$ cat src/hdl/prc_pkg.sv
/*
 Constants for the program replacement controller: register offsets,
 control word fields, completion codes and reset values.
 Assumes nothing of its surroundings.
*/
package prc_pkg;
	// ----------------------------------------
	// Register byte offsets on APB
	// ----------------------------------------
	localparam logic [7:0] OFF_CTRL = 8'h00;
	localparam logic [7:0] OFF_PASS = 8'h04;
	localparam logic [7:0] OFF_NAME0 = 8'h08;
	localparam logic [7:0] OFF_NAME3 = 8'h14;
	localparam logic [7:0] OFF_IRQ_STAT = 8'h18;
	localparam logic [7:0] OFF_IRQ_MASK = 8'h1c;
	localparam logic [7:0] OFF_STATUS = 8'h20;
	// ----------------------------------------
	// Control word fields
	// ----------------------------------------
	localparam int CODE_LSB = 0;
	localparam int CODE_W = 8;
	localparam int ERR_BIT = 14;
	localparam int START_BIT = 15;
	// ----------------------------------------
	// Password and name padding
	// ----------------------------------------
	localparam logic [15:0] PASS_ENABLE = 16'ha5a5;
	localparam logic [15:0] PASS_RESET = 16'h0000;
	localparam logic [15:0] NAME_RESET = 16'h2020;
	// Object file extension appended to the name
	localparam logic [31:0] OBJ_EXT = 32'h2e4f424a;
	// ----------------------------------------
	// Completion codes
	// ----------------------------------------
	localparam logic [7:0] CC_OK = 8'h01;
	localparam logic [7:0] CC_FATAL = 8'h00;
	localparam logic [7:0] CC_MEMERR = 8'h01;
	localparam logic [7:0] CC_WPROT = 8'h11;
	localparam logic [7:0] CC_PASS = 8'h12;
	localparam logic [7:0] CC_NOCARD = 8'h21;
	localparam logic [7:0] CC_NOFILE = 8'h22;
	localparam logic [7:0] CC_BIG = 8'h23;
	localparam logic [7:0] CC_BUSY = 8'h31;
	localparam logic [7:0] CODE_RESET = 8'h00;
	// ----------------------------------------
	// Loader result encodings
	// ----------------------------------------
	localparam logic [2:0] RES_OK = 3'h0;
	localparam logic [2:0] RES_NOFILE = 3'h1;
	localparam logic [2:0] RES_BIG = 3'h2;
	localparam logic [2:0] RES_FATAL = 3'h3;
	localparam logic [2:0] RES_MEMERR = 3'h4;
	// ----------------------------------------
	// Interrupt status bits
	// ----------------------------------------
	localparam int IRQ_W = 2;
	localparam int IRQ_OK = 0;
	localparam int IRQ_ERR = 1;
	// Sequencer states
	typedef enum logic [1:0] {ST_IDLE, ST_CHECK, ST_LOAD, ST_RESUME} prc_state_t;
endpackage

$ cat src/hdl/prc_ctrl.sv
/*
 Program replacement controller: APB registers, start sequencing,
 loader handshake, result reporting and a masked interrupt.
 Assumes a loader on core_clk that answers each request with one
 result pulse, and a card presence pin from outside the clock domain.
*/
// What this block does
// - Normal end writes completion code 01
// - Failure sets error, code 00 or 01
// - Code 11 write-protect, 12 bad password
// - Codes 21 no card, 22 absent, 23 big
// - Code 31 when other operation busy
// - Error flag set on failed attempt
// - Next start rising edge clears error
// - Start rising edge begins, password permitting
// - Start bit self-clears at end, reset
// - Start bit readable; clear means done
// - Start enabled only by password A5A5
// - Eight-char name; extension appended here
// - Halt program, suspend cycle monitoring
// - First-cycle flag for one scan
`timescale 1ns/100ps
`default_nettype none
module prc_ctrl (
	input wire logic core_clk,
	input wire logic nrst,
	// APB slave
	input wire logic psel,
	input wire logic penable,
	input wire logic pwrite,
	input wire logic [7:0] paddr,
	input wire logic [31:0] pwdata,
	output logic [31:0] prdata,
	output logic pready,
	output logic pslverr,
	// Card presence pin
	input wire logic card_present_pin,
	// System conditions on core_clk
	input wire logic file_op_busy,
	input wire logic prog_write_busy,
	input wire logic mode_change_busy,
	input wire logic write_protect,
	input wire logic scan_end,
	// Loader handshake
	output logic load_req,
	output logic [95:0] load_name,
	input wire logic load_ack,
	input wire logic [2:0] load_result,
	// Program control
	output logic prog_halt,
	output logic cycle_mon_suspend,
	output logic first_cycle_flag,
	output logic irq
);
	// ----------------------------------------
	// Declarations
	// ----------------------------------------
	prc_pkg::prc_state_t st_q; // Sequencer state
	logic start_q; // Start bit
	logic err_q; // Error flag
	logic [7:0] code_q; // Completion code
	logic [15:0] pass_q; // Password word
	logic [1:0] irq_stat_q; // Sticky events
	logic [1:0] irq_mask_q; // Event enables
	logic [31:0] prdata_q; // Read data
	logic pready_q; // Access phase answer
	logic pslverr_q; // Unmapped answer
	logic card_s1_q; // Sync stage one
	logic card_s2_q; // Synchronised presence
	logic load_req_q; // Loader request
	logic [95:0] load_name_q; // Name with extension
	logic halt_q; // Program halted
	logic first_q; // First scan flag
	logic irq_q; // Interrupt line
	logic [15:0] name_rd; // Name word read data
	logic [63:0] name_flat; // Whole name
	logic acc_done; // Transfer completes now
	logic wr_now; // Write completes now
	logic rd_now; // Read completes now
	logic hit_name; // Address in name words
	logic start_edge; // Start written low to high
	logic finish; // Operation ends this cycle
	logic [7:0] fin_code; // Code at finish
	logic fin_err; // Error at finish
	logic [1:0] ev_set; // Events this cycle

	// Word index within the name words
	function automatic logic [1:0] name_idx(input logic [7:0] a);
		logic [7:0] d;
		d = a - prc_pkg::OFF_NAME0;
		name_idx = d[3:2];
	endfunction

	// Loader result to completion code
	function automatic logic [7:0] res_code(input logic [2:0] r);
		case (r)
			prc_pkg::RES_OK: res_code = prc_pkg::CC_OK;
			prc_pkg::RES_NOFILE: res_code = prc_pkg::CC_NOFILE;
			prc_pkg::RES_BIG: res_code = prc_pkg::CC_BIG;
			prc_pkg::RES_MEMERR: res_code = prc_pkg::CC_MEMERR;
			default: res_code = prc_pkg::CC_FATAL;
		endcase
	endfunction

	// ----------------------------------------
	// APB decode
	// ----------------------------------------
	assign acc_done = psel && penable && pready_q;
	assign wr_now = acc_done && pwrite && !pslverr_q;
	assign rd_now = acc_done && !pwrite && !pslverr_q;
	assign hit_name = (paddr >= prc_pkg::OFF_NAME0) && (paddr <= prc_pkg::OFF_NAME3)
		&& (paddr[1:0] == 2'b00);
	assign start_edge = wr_now && (paddr == prc_pkg::OFF_CTRL)
		&& pwdata[prc_pkg::START_BIT] && !start_q;

	// One wait state: answer on the second access cycle
	always_ff @(posedge core_clk or negedge nrst)
	begin
		if (!nrst)
			pready_q <= 1'b0;
		else
			pready_q <= psel && penable && !pready_q;
	end

	// Read data and error captured in the first access cycle
	always_ff @(posedge core_clk or negedge nrst)
	begin
		if (!nrst)
		begin
			prdata_q <= 32'h0000_0000;
			pslverr_q <= 1'b0;
		end
		else if (psel && penable && !pready_q)
		begin
			pslverr_q <= 1'b0;
			prdata_q <= 32'h0000_0000;
			if (paddr == prc_pkg::OFF_CTRL)
			begin
				prdata_q[prc_pkg::START_BIT] <= start_q;
				prdata_q[prc_pkg::ERR_BIT] <= err_q;
				prdata_q[prc_pkg::CODE_LSB +: prc_pkg::CODE_W] <= code_q;
			end
			else if (paddr == prc_pkg::OFF_PASS)
				prdata_q[15:0] <= pass_q;
			else if (hit_name)
				prdata_q[15:0] <= name_rd;
			else if (paddr == prc_pkg::OFF_IRQ_STAT)
				prdata_q[1:0] <= irq_stat_q;
			else if (paddr == prc_pkg::OFF_IRQ_MASK)
				prdata_q[1:0] <= irq_mask_q;
			else if (paddr == prc_pkg::OFF_STATUS)
				prdata_q[4:0] <= {first_q, halt_q, load_req_q, card_s2_q, st_q != prc_pkg::ST_IDLE};
			else
				// Unmapped address
				pslverr_q <= 1'b1;
		end
		else
			// Error flag stands only beside pready
			pslverr_q <= 1'b0;
	end

	// ----------------------------------------
	// Name words
	// ----------------------------------------
	// name storage
	prc_name_regs #(
		.WORDS(4)
	) u_name (
		.core_clk(core_clk),
		.nrst(nrst),
		.wr_en(wr_now && hit_name),
		.wr_idx(name_idx(paddr)),
		.wr_data(pwdata[15:0]),
		.rd_idx(name_idx(paddr)),
		.rd_data_q(name_rd),
		.name_flat(name_flat)
	);

	// Password word, software owned
	always_ff @(posedge core_clk or negedge nrst)
	begin
		if (!nrst)
			pass_q <= prc_pkg::PASS_RESET;
		else if (wr_now && paddr == prc_pkg::OFF_PASS)
			pass_q <= pwdata[15:0];
	end

	// ----------------------------------------
	// Card presence synchroniser
	// ----------------------------------------
	always_ff @(posedge core_clk or negedge nrst)
	begin
		if (!nrst)
		begin
			card_s1_q <= 1'b0;
			card_s2_q <= 1'b0;
		end
		else
		begin
			card_s1_q <= card_present_pin;
			card_s2_q <= card_s1_q;
		end
	end

	// ----------------------------------------
	// Result selection
	// ----------------------------------------
	always_comb
	begin
		finish = 1'b0;
		fin_err = 1'b1;
		fin_code = prc_pkg::CC_FATAL;
		case (st_q)
			prc_pkg::ST_CHECK:
			begin
				finish = 1'b1;
				if (pass_q != prc_pkg::PASS_ENABLE)
					fin_code = prc_pkg::CC_PASS;
				else if (file_op_busy || prog_write_busy || mode_change_busy)
					fin_code = prc_pkg::CC_BUSY;
				else if (write_protect)
					fin_code = prc_pkg::CC_WPROT;
				else if (!card_s2_q)
					fin_code = prc_pkg::CC_NOCARD;
				else
					// Checks passed, go load
					finish = 1'b0;
			end
			prc_pkg::ST_LOAD:
			begin
				finish = load_ack;
				fin_code = res_code(load_result);
				fin_err = (load_result != prc_pkg::RES_OK);
			end
			default:
			begin
				finish = 1'b0;
			end
		endcase
	end

	// ----------------------------------------
	// Sequencer
	// ----------------------------------------
	always_ff @(posedge core_clk or negedge nrst)
	begin
		if (!nrst)
			st_q <= prc_pkg::ST_IDLE;
		else
		begin
			case (st_q)
				prc_pkg::ST_IDLE:
					if (start_edge)
						st_q <= prc_pkg::ST_CHECK;
				prc_pkg::ST_CHECK:
					if (finish)
						st_q <= prc_pkg::ST_IDLE;
					else
						st_q <= prc_pkg::ST_LOAD;
				prc_pkg::ST_LOAD:
					if (finish && fin_err)
						st_q <= prc_pkg::ST_IDLE;
					else if (finish)
						st_q <= prc_pkg::ST_RESUME;
				prc_pkg::ST_RESUME:
					st_q <= prc_pkg::ST_IDLE;
				default:
					st_q <= prc_pkg::ST_IDLE;
			endcase
		end
	end

	// Start bit: set by software edge, cleared at finish
	always_ff @(posedge core_clk or negedge nrst)
	begin
		if (!nrst)
			start_q <= 1'b0;
		else if (finish)
			start_q <= 1'b0;
		else if (start_edge && st_q == prc_pkg::ST_IDLE)
			start_q <= 1'b1;
		else if (wr_now && paddr == prc_pkg::OFF_CTRL && st_q == prc_pkg::ST_IDLE)
			start_q <= pwdata[prc_pkg::START_BIT];
	end

	// Error flag and completion code
	always_ff @(posedge core_clk or negedge nrst)
	begin
		if (!nrst)
		begin
			err_q <= 1'b0;
			code_q <= prc_pkg::CODE_RESET;
		end
		else if (finish)
		begin
			err_q <= fin_err;
			code_q <= fin_code;
		end
		else if (start_edge && st_q == prc_pkg::ST_IDLE)
			err_q <= 1'b0;
	end

	// ----------------------------------------
	// Loader handshake
	// ----------------------------------------
	always_ff @(posedge core_clk or negedge nrst)
	begin
		if (!nrst)
		begin
			load_req_q <= 1'b0;
			load_name_q <= 96'h0;
		end
		else if (st_q == prc_pkg::ST_CHECK && !finish)
		begin
			load_req_q <= 1'b1;
			load_name_q <= {name_flat, prc_pkg::OBJ_EXT};
		end
		else if (st_q == prc_pkg::ST_LOAD && load_ack)
			load_req_q <= 1'b0;
	end

	// ----------------------------------------
	// Program execution control
	// ----------------------------------------
	// halt during load
	always_ff @(posedge core_clk or negedge nrst)
	begin
		if (!nrst)
			halt_q <= 1'b0;
		else if (st_q == prc_pkg::ST_CHECK && !finish)
			halt_q <= 1'b1;
		else if (st_q == prc_pkg::ST_LOAD && finish)
			halt_q <= 1'b0;
	end

	always_ff @(posedge core_clk or negedge nrst)
	begin
		if (!nrst)
			first_q <= 1'b0;
		else if (st_q == prc_pkg::ST_RESUME)
			first_q <= 1'b1;
		else if (scan_end)
			first_q <= 1'b0;
	end

	// ----------------------------------------
	// Interrupts
	// ----------------------------------------
	assign ev_set[prc_pkg::IRQ_OK] = finish && !fin_err;
	assign ev_set[prc_pkg::IRQ_ERR] = finish && fin_err;

	// Sticky status; a read clears only the bits it returned, a new event wins
	always_ff @(posedge core_clk or negedge nrst)
	begin
		if (!nrst)
			irq_stat_q <= 2'b00;
		else if (rd_now && paddr == prc_pkg::OFF_IRQ_STAT)
			irq_stat_q <= (irq_stat_q & ~prdata_q[1:0]) | ev_set;
		else
			irq_stat_q <= irq_stat_q | ev_set;
	end

	// Mask register
	always_ff @(posedge core_clk or negedge nrst)
	begin
		if (!nrst)
			irq_mask_q <= 2'b00;
		else if (wr_now && paddr == prc_pkg::OFF_IRQ_MASK)
			irq_mask_q <= pwdata[1:0];
	end

	// Level interrupt, registered
	always_ff @(posedge core_clk or negedge nrst)
	begin
		if (!nrst)
			irq_q <= 1'b0;
		else
			irq_q <= |(irq_stat_q & irq_mask_q);
	end

	// ----------------------------------------
	// Outputs
	// ----------------------------------------
	assign prdata = prdata_q;
	assign pready = pready_q;
	assign pslverr = pslverr_q;
	assign load_req = load_req_q;
	assign load_name = load_name_q;
	assign prog_halt = halt_q;
	assign cycle_mon_suspend = halt_q;
	assign first_cycle_flag = first_q;
	assign irq = irq_q;
endmodule // prc_ctrl
`default_nettype wire

$ cat src/hdl/prc_name_regs.sv
/*
 Four file name words: one write port, a registered read port and
 the whole name as a flat vector.
 Assumes writes and read index come from the same clock domain.
*/
`timescale 1ns/100ps
`default_nettype none
module prc_name_regs #(
	parameter int WORDS = 4
) (
	input wire logic core_clk,
	input wire logic nrst,
	input wire logic wr_en,
	input wire logic [1:0] wr_idx,
	input wire logic [15:0] wr_data,
	input wire logic [1:0] rd_idx,
	output logic [15:0] rd_data_q,
	output logic [16*WORDS-1:0] name_flat
);
	// ----------------------------------------
	// Storage
	// ----------------------------------------
	logic [15:0] mem_q [WORDS];

	// Word writes; reset fills with spaces
	always_ff @(posedge core_clk or negedge nrst)
	begin
		if (!nrst)
		begin
			for (int i = 0; i < WORDS; i++)
				mem_q[i] <= prc_pkg::NAME_RESET;
		end
		else if (wr_en)
		begin
			mem_q[wr_idx] <= wr_data;
		end
	end

	// Registered read data
	always_ff @(posedge core_clk or negedge nrst)
	begin
		if (!nrst)
			rd_data_q <= prc_pkg::NAME_RESET;
		else
			rd_data_q <= mem_q[rd_idx];
	end

	// First word in the top bits, as stored
	always_comb
	begin
		for (int i = 0; i < WORDS; i++)
			name_flat[16*(WORDS-1-i) +: 16] = mem_q[i];
	end
endmodule // prc_name_regs
`default_nettype wire

$ cat config.mk
export PLATFORM = sky130hd
export DESIGN_NAME = prc_ctrl
export DESIGN_NICKNAME = d
export VERILOG_FILES = /design/src/hdl/prc_pkg.sv /design/src/hdl/prc_ctrl.sv /design/src/hdl/prc_name_regs.sv
export SDC_FILE = /design/constraint.sdc
export NUM_CORES = 1
export LEC_CHECK = 0
export BUFFER_PORTS_ARGS = -buffer_cell sky130_fd_sc_hd__buf_4
export CORE_AREA = 5 5 158 114
export DETAILED_ROUTE_END_ITERATION = 8
export DIE_AREA = 0 0 163 119
export HOLD_SLACK_MARGIN = 0.08
export PLACE_DENSITY = 0.79
export SYNTH_ARGS = -nofsm -noshare
export SYNTH_HDL_FRONTEND = slang
export SYNTH_SLANG_ARGS = --single-unit
$ cat constraint.sdc
create_clock -name core_clk -period 2.7 [get_ports core_clk]
set_input_delay 0.135 -clock core_clk [delete_from_list [all_inputs] [get_ports core_clk]]
set_output_delay 0.135 -clock core_clk [all_outputs]
set_load 0.02 [all_outputs]
# Word level (Yosys, flattened, before mapping)
# Index checks and enable logic that the tools add are counted.
# totals
reg_bits	214
latchBits	0
ram_bits	0
romBits	0
input_bits	55
out_inout_bits	135
wordCells	145
mem_count	0
# classes
addsub	1
multipliers	0
div	0
magnitude_cmp	4
eq_ne	13
n_shift	0
muxes	53
bitwise	6
reduce_logical	46
# op_table
operator	n
$bwmux W64	1
$mux W16	4
$bmux W16 S2	1
$demux W16 S2	1
$mux W6	5
$logic_and A1 B1 Y1	24
$mux W1	23
$pmux W6 S3	1
$eq A8 B5 Y1 const B	2
$mux W2	8
$ne A16 B16 Y1 const B	1
$pmux W6 S2	1
$mux W11	1
$mux W5	2
$reduce_bool A2 Y1	5
$eq A8 B3 Y1 const B	1
$eq A8 B6 Y1 const B	1
$ge A8 B4 Y1 const B	1
$le A8 B5 Y1 const B	1
$logic_not A8 Y1	1
$mux W8	1
$pmux W2 S4	1
$logic_not A1 Y1	6
$mux W3	2
other kinds (21)	28

# Depth between registers and ports, before layout
# logic_depth
ltp_word	10
depth_mapped	8
ltp_nobuf	7

# Cells and area by module
# From an unflattened synthesis, not the netlist that was laid out.
# unflattened
cells_unflattened	606
hier_area_um2	8590.7
# by_module_without_submodules
module	instances	cells_each	area_each_um2
prc_ctrl	1	434	5385.2
prc_name_regs	1	172	3205.6

# Worst setup path after synthesis
# No wires, ideal clock.
# synth_timing
path_kind	reg2reg
startpoint	reg st_q[0]
endpoint	reg load_name_q[68] (netlist: load_name[68])
setup_time_ns	0.125
arrival_time_ns	1.991
required_time_ns	2.575
path_slack_ns	0.585
path_stages_with_launch	9
period_less_slack_ns	2.115
cell_sequence	dfrtp_1 -> inv_1 -> ha_1 -> and2_1 -> nor4b_2 -> a31oi_1 -> buf_2 -> buf_2 -> mux2_2
# synth_between
elab_chain_len	4
# synth_lines
element	line	rtl
start, declared	prc_ctrl.sv:58	prc_pkg::prc_state_t st_q;
start signal, assigned	prc_ctrl.sv:248	st_q <= prc_pkg::ST_IDLE;
start signal, assigned	prc_ctrl.sv:254	st_q <= prc_pkg::ST_CHECK;
start signal, assigned	prc_ctrl.sv:257	st_q <= prc_pkg::ST_IDLE;
$eq A2 B2 Y1 or $eq A2 B1 Y1 (tied branches)	prc_ctrl.sv:213, prc_ctrl.sv:313	
$pmux W1 S2	prc_ctrl.sv:213	case (st_q)
$logic_not A1 Y1	prc_ctrl.sv:313	else if (st_q == prc_pkg::ST_CHECK && !finish)
$logic_and A1 B1 Y1 *	prc_ctrl.sv:313	
end signal, assigned	prc_ctrl.sv:316	load_name_q <= {name_flat, prc_pkg::OBJ_EXT};
end, declared	prc_ctrl.sv:71	logic [95:0] load_name_q;
# Mark *: on every way between the ends. The rest lies on a longest branch, timed or not.
# A chain may end at the register's enable or synchronous reset.

# Final worst setup path
# layout_timing
startpoint	reg st_q[0]
endpoint	reg load_name_q[94] (netlist: load_name[94])
# Same word-level chain as after synthesis.

==> run metrics <==
worst-path fanout max=28; period utilization=between 80% and 90%; Post-Synthesis Cells=~600; required time of the critical path=about 3 ns; Seq/Total Area, Yosys=between 50% and 60%; cell taking the most area after synthesis=dfrtp_1; gr ovfl total=0; Placed Instance Area=9710 µm²; Ys Warns=0; Reg2Reg Setup Slack=~0.29 ns; Post-CTS Setup Bufs=0; max-slew violations=0; die height=roughly 120 µm; CP arrival=2.72 ns; cell area after layout=about 11000 µm²; row count=39; RSZ-0062 raised after global routing=no; pin count of the biggest net entering global routing=64; EDFF count, synth=0; Worst Max-Slew Pin Slew=0.635 ns; GRT Resource Usage Total=between 20 and 25%; DP HPWL=between 10 and 15 mm; WS Path Type=flip-flop to flip-flop; GP Congestion=approximately 0.85; Final min period=between 2 and 2.5 ns; Inserted Clock Buffers=17; ranking of synthesized cells by area=dfrtp_1, mux2_2, mux2_4; Total Neg Setup Slack=0 ns; Slew Limit Headroom=a little under three fifths; final count of hold timing violations=0; Inst Count DP=approximately 920; vias per cell=between 5 and 6; CP startpoint kind=flip-flop; post-synth top area share=54.2%; first-pass GRT wire length=approximately 33 mm; Antenna Nets Post-Route=0; die span in x=roughly 160 µm; Syn Std Cell Area=8640 µm²; CTS Buffer Depth=2; pwr dens=674 nW/µm²; dpl ws=0.229 ns; most common flop cell mapped by yosys=dfrtp_1; Sw Ratio=27.3%; DR DRC count=0; crit path cell chain=inv_1, ha_1, and2_1, nor4b_2, a31oi_4, buf_4, mux2_2; asr flop ratio synth=between 90% and 100%; Fmax=415 MHz; internal cell power=5180 µW; area of the core=approximately 16000 µm²; #FFs+latches synth=just under 200; distinct cell type count after synthesis=55; Hold Path Class=input pin to flip-flop; sequential share of power=44.6%; share of post-route cells with drive strength above 1=between 40% and 50%; Fillers=1156; synthesis-to-layout area growth=22.3%; Pwr Total=about 7100 µW; clock sinks=between 150 and 200; syn_area_per_cell=14.7 µm²; Comb power frac=between 10% and 20%; crit-path max cell delay=~0.47 ns; IO Pins=190; initial DRC count=482; Worst VDD drop=roughly 0.44 mV; # diodes=0; # H-tree levels=4; routed len/inst=approximately 21 µm; vias in the first global route=between 5000 and 6000; DR vias=between 5000 and 6000; min setup slack post-route=~0.29 ns; Finished Layout Cells=between 900 and 1000; CP max stage cell=nor4b_2; Max Cap Viol=0; drt pass-1 iters=6; NetSw=~1900 µW; clk slew on worst S/H paths=0.07 ns; total wire length=between 20 and 25 mm; Die ar.=19400 µm²; root buf cell=clkbuf_16; Buffers on Ports=139; most frequent cells in the layout=dfrtp_1, buf_4, mux2_2; Critical Path End Type=flip-flop; CTS tree=built; antenna violations before repair=0; most common cell after layout, fill and taps aside=dfrtp_1; clock power share=between 30% and 40%; Post-Route Skew=about 0.01 ns; Leakage=between 0.005 and 0.006 µW; Layout Nets=798; Setup-failing EPs final=0; outcome=completed; Skew-Pair Late Insertion Delay=about 0.43 ns; Starting Density=53.3%
==> final timing paths <==
check                                from                   end  depth (start not counted)
max in group asynchronous            nrst  u_name.name_flat[29]                          3
max                               st_q[0]         load_name[94]                          7
max reg2reg                       st_q[0]         load_name[94]                          7
min                        load_result[1]         irq_stat_q[0]                          3
min in group asynchronous            nrst                   irq                          2
min reg2reg                     card_s1_q             card_s2_q                          0
==> registers in the layout, summed over array words and instances, names as in the netlist <==
| signal | count |
|---|---|
| pass_q | 16 |
| card_s1_q | 1 |
| start_q | 1 |
| load_req | 1 |
| pready | 1 |
| irq_stat_q | 2 |
| pslverr | 1 |
| prdata | 16 |
| err_q | 1 |
| irq_mask_q | 2 |
| st_q | 2 |
| code_q | 4 |
| irq | 1 |
| card_s2_q | 1 |
| load_name | 65 |
| u_name.rd_data_q | 16 |
| first_cycle_flag | 1 |
| cycle_mon_suspend | 1 |
| u_name.name_flat | 64 |
==> through the flow <==
step | hold slack, ns | utilization [%]
2_1_floorplan | -0.161 | -
3_3_place_gp | 0.145 | 59.9
3_5_place_dp | 0.153 | 59.9
4_1_cts | 0.111 | 65.2
5_1_grt | 0.138 | 65.2
6_report | 0.132 | 65.2
==> power groups by stage <==
stage	logic (µW)	registers (µW)	clock network, µW
finish	1220	3180	2730
global route	1310	3180	2890
CTS	1210	3170	2760
detailed placement	1180	3230	0
global placement	1140	3220	0
floorplan	731	3260	0
==> Yosys cell counts (3+ instances only) <==
cell type / n
dfrtp_1: 187
a21o_1: 4
nand2b_1: 3
nand3_1: 3
or3_1: 3
nor3_1: 5
buf_6: 3
mux2_2: 119
nor2_1: 26
a222oi_1: 7
buf_2: 10
mux2_4: 30
mux4_2: 16
buf_4: 51
dfstp_2: 10
and4_1: 3
clkbuf_1: 11
and4b_1: 3
nand2_1: 11
a22o_1: 3
ha_1: 4
a21oi_1: 3
nor4bb_1: 4
inv_1: 10
a221oi_1: 11
o21ai_0: 13
==> critical path, delay by kind of cell (launching register included) <==
family | cells | cell delay [ns]
mux | 1 | 0.33
buf+inv | 2 | 0.37
flops | 1 | 0.39
simple gates | 2 | 0.73
compound gates | 1 | 0.16
fa+ha+maj | 1 | 0.28
==> per-layer routing <==
layer	track usage [%]	part of all wire, %
met5	0	0
met1	31.8	44
met2	33.6	47
met4	6.08	1.6
met3	5.15	8.0
==> kinds of logic (layout without fill, tap and decap cells) <==
family	Yosys count	count (layout)	share of synthesized area, %
AOI/OAI and AO/OA	52	52	4.55
buffers and inverters	89	219	6.87
adders and majority gates	4	4	0.580
muxes	166	166	25.0
xor gates and xnor gates	2	2	0.203
and+or+nand+nor	78	78	5.51
other	1	34	0.0434
DFF	197	197	57.2
==> cell type report <==
class	count	area (µm²)	share of cell area (%)
flip-flops and latches	197	4940	46.8
multi-input cells	336	3240	30.7
repair buffers	177	1430	13.5
clock buffers	21	460	4.36
well taps	225	282	2.66
clock inverters	11	173	1.63
inverters	10	37.5	0.355
==> what timing repair did <==
item                                    CTS  global route
gates resized for setup                   0             1
endpoints found under the setup margin    0             1
hold endpoints to repair                147             0
hold buffers                             22             0
Power figures use the tool's default switching activity.
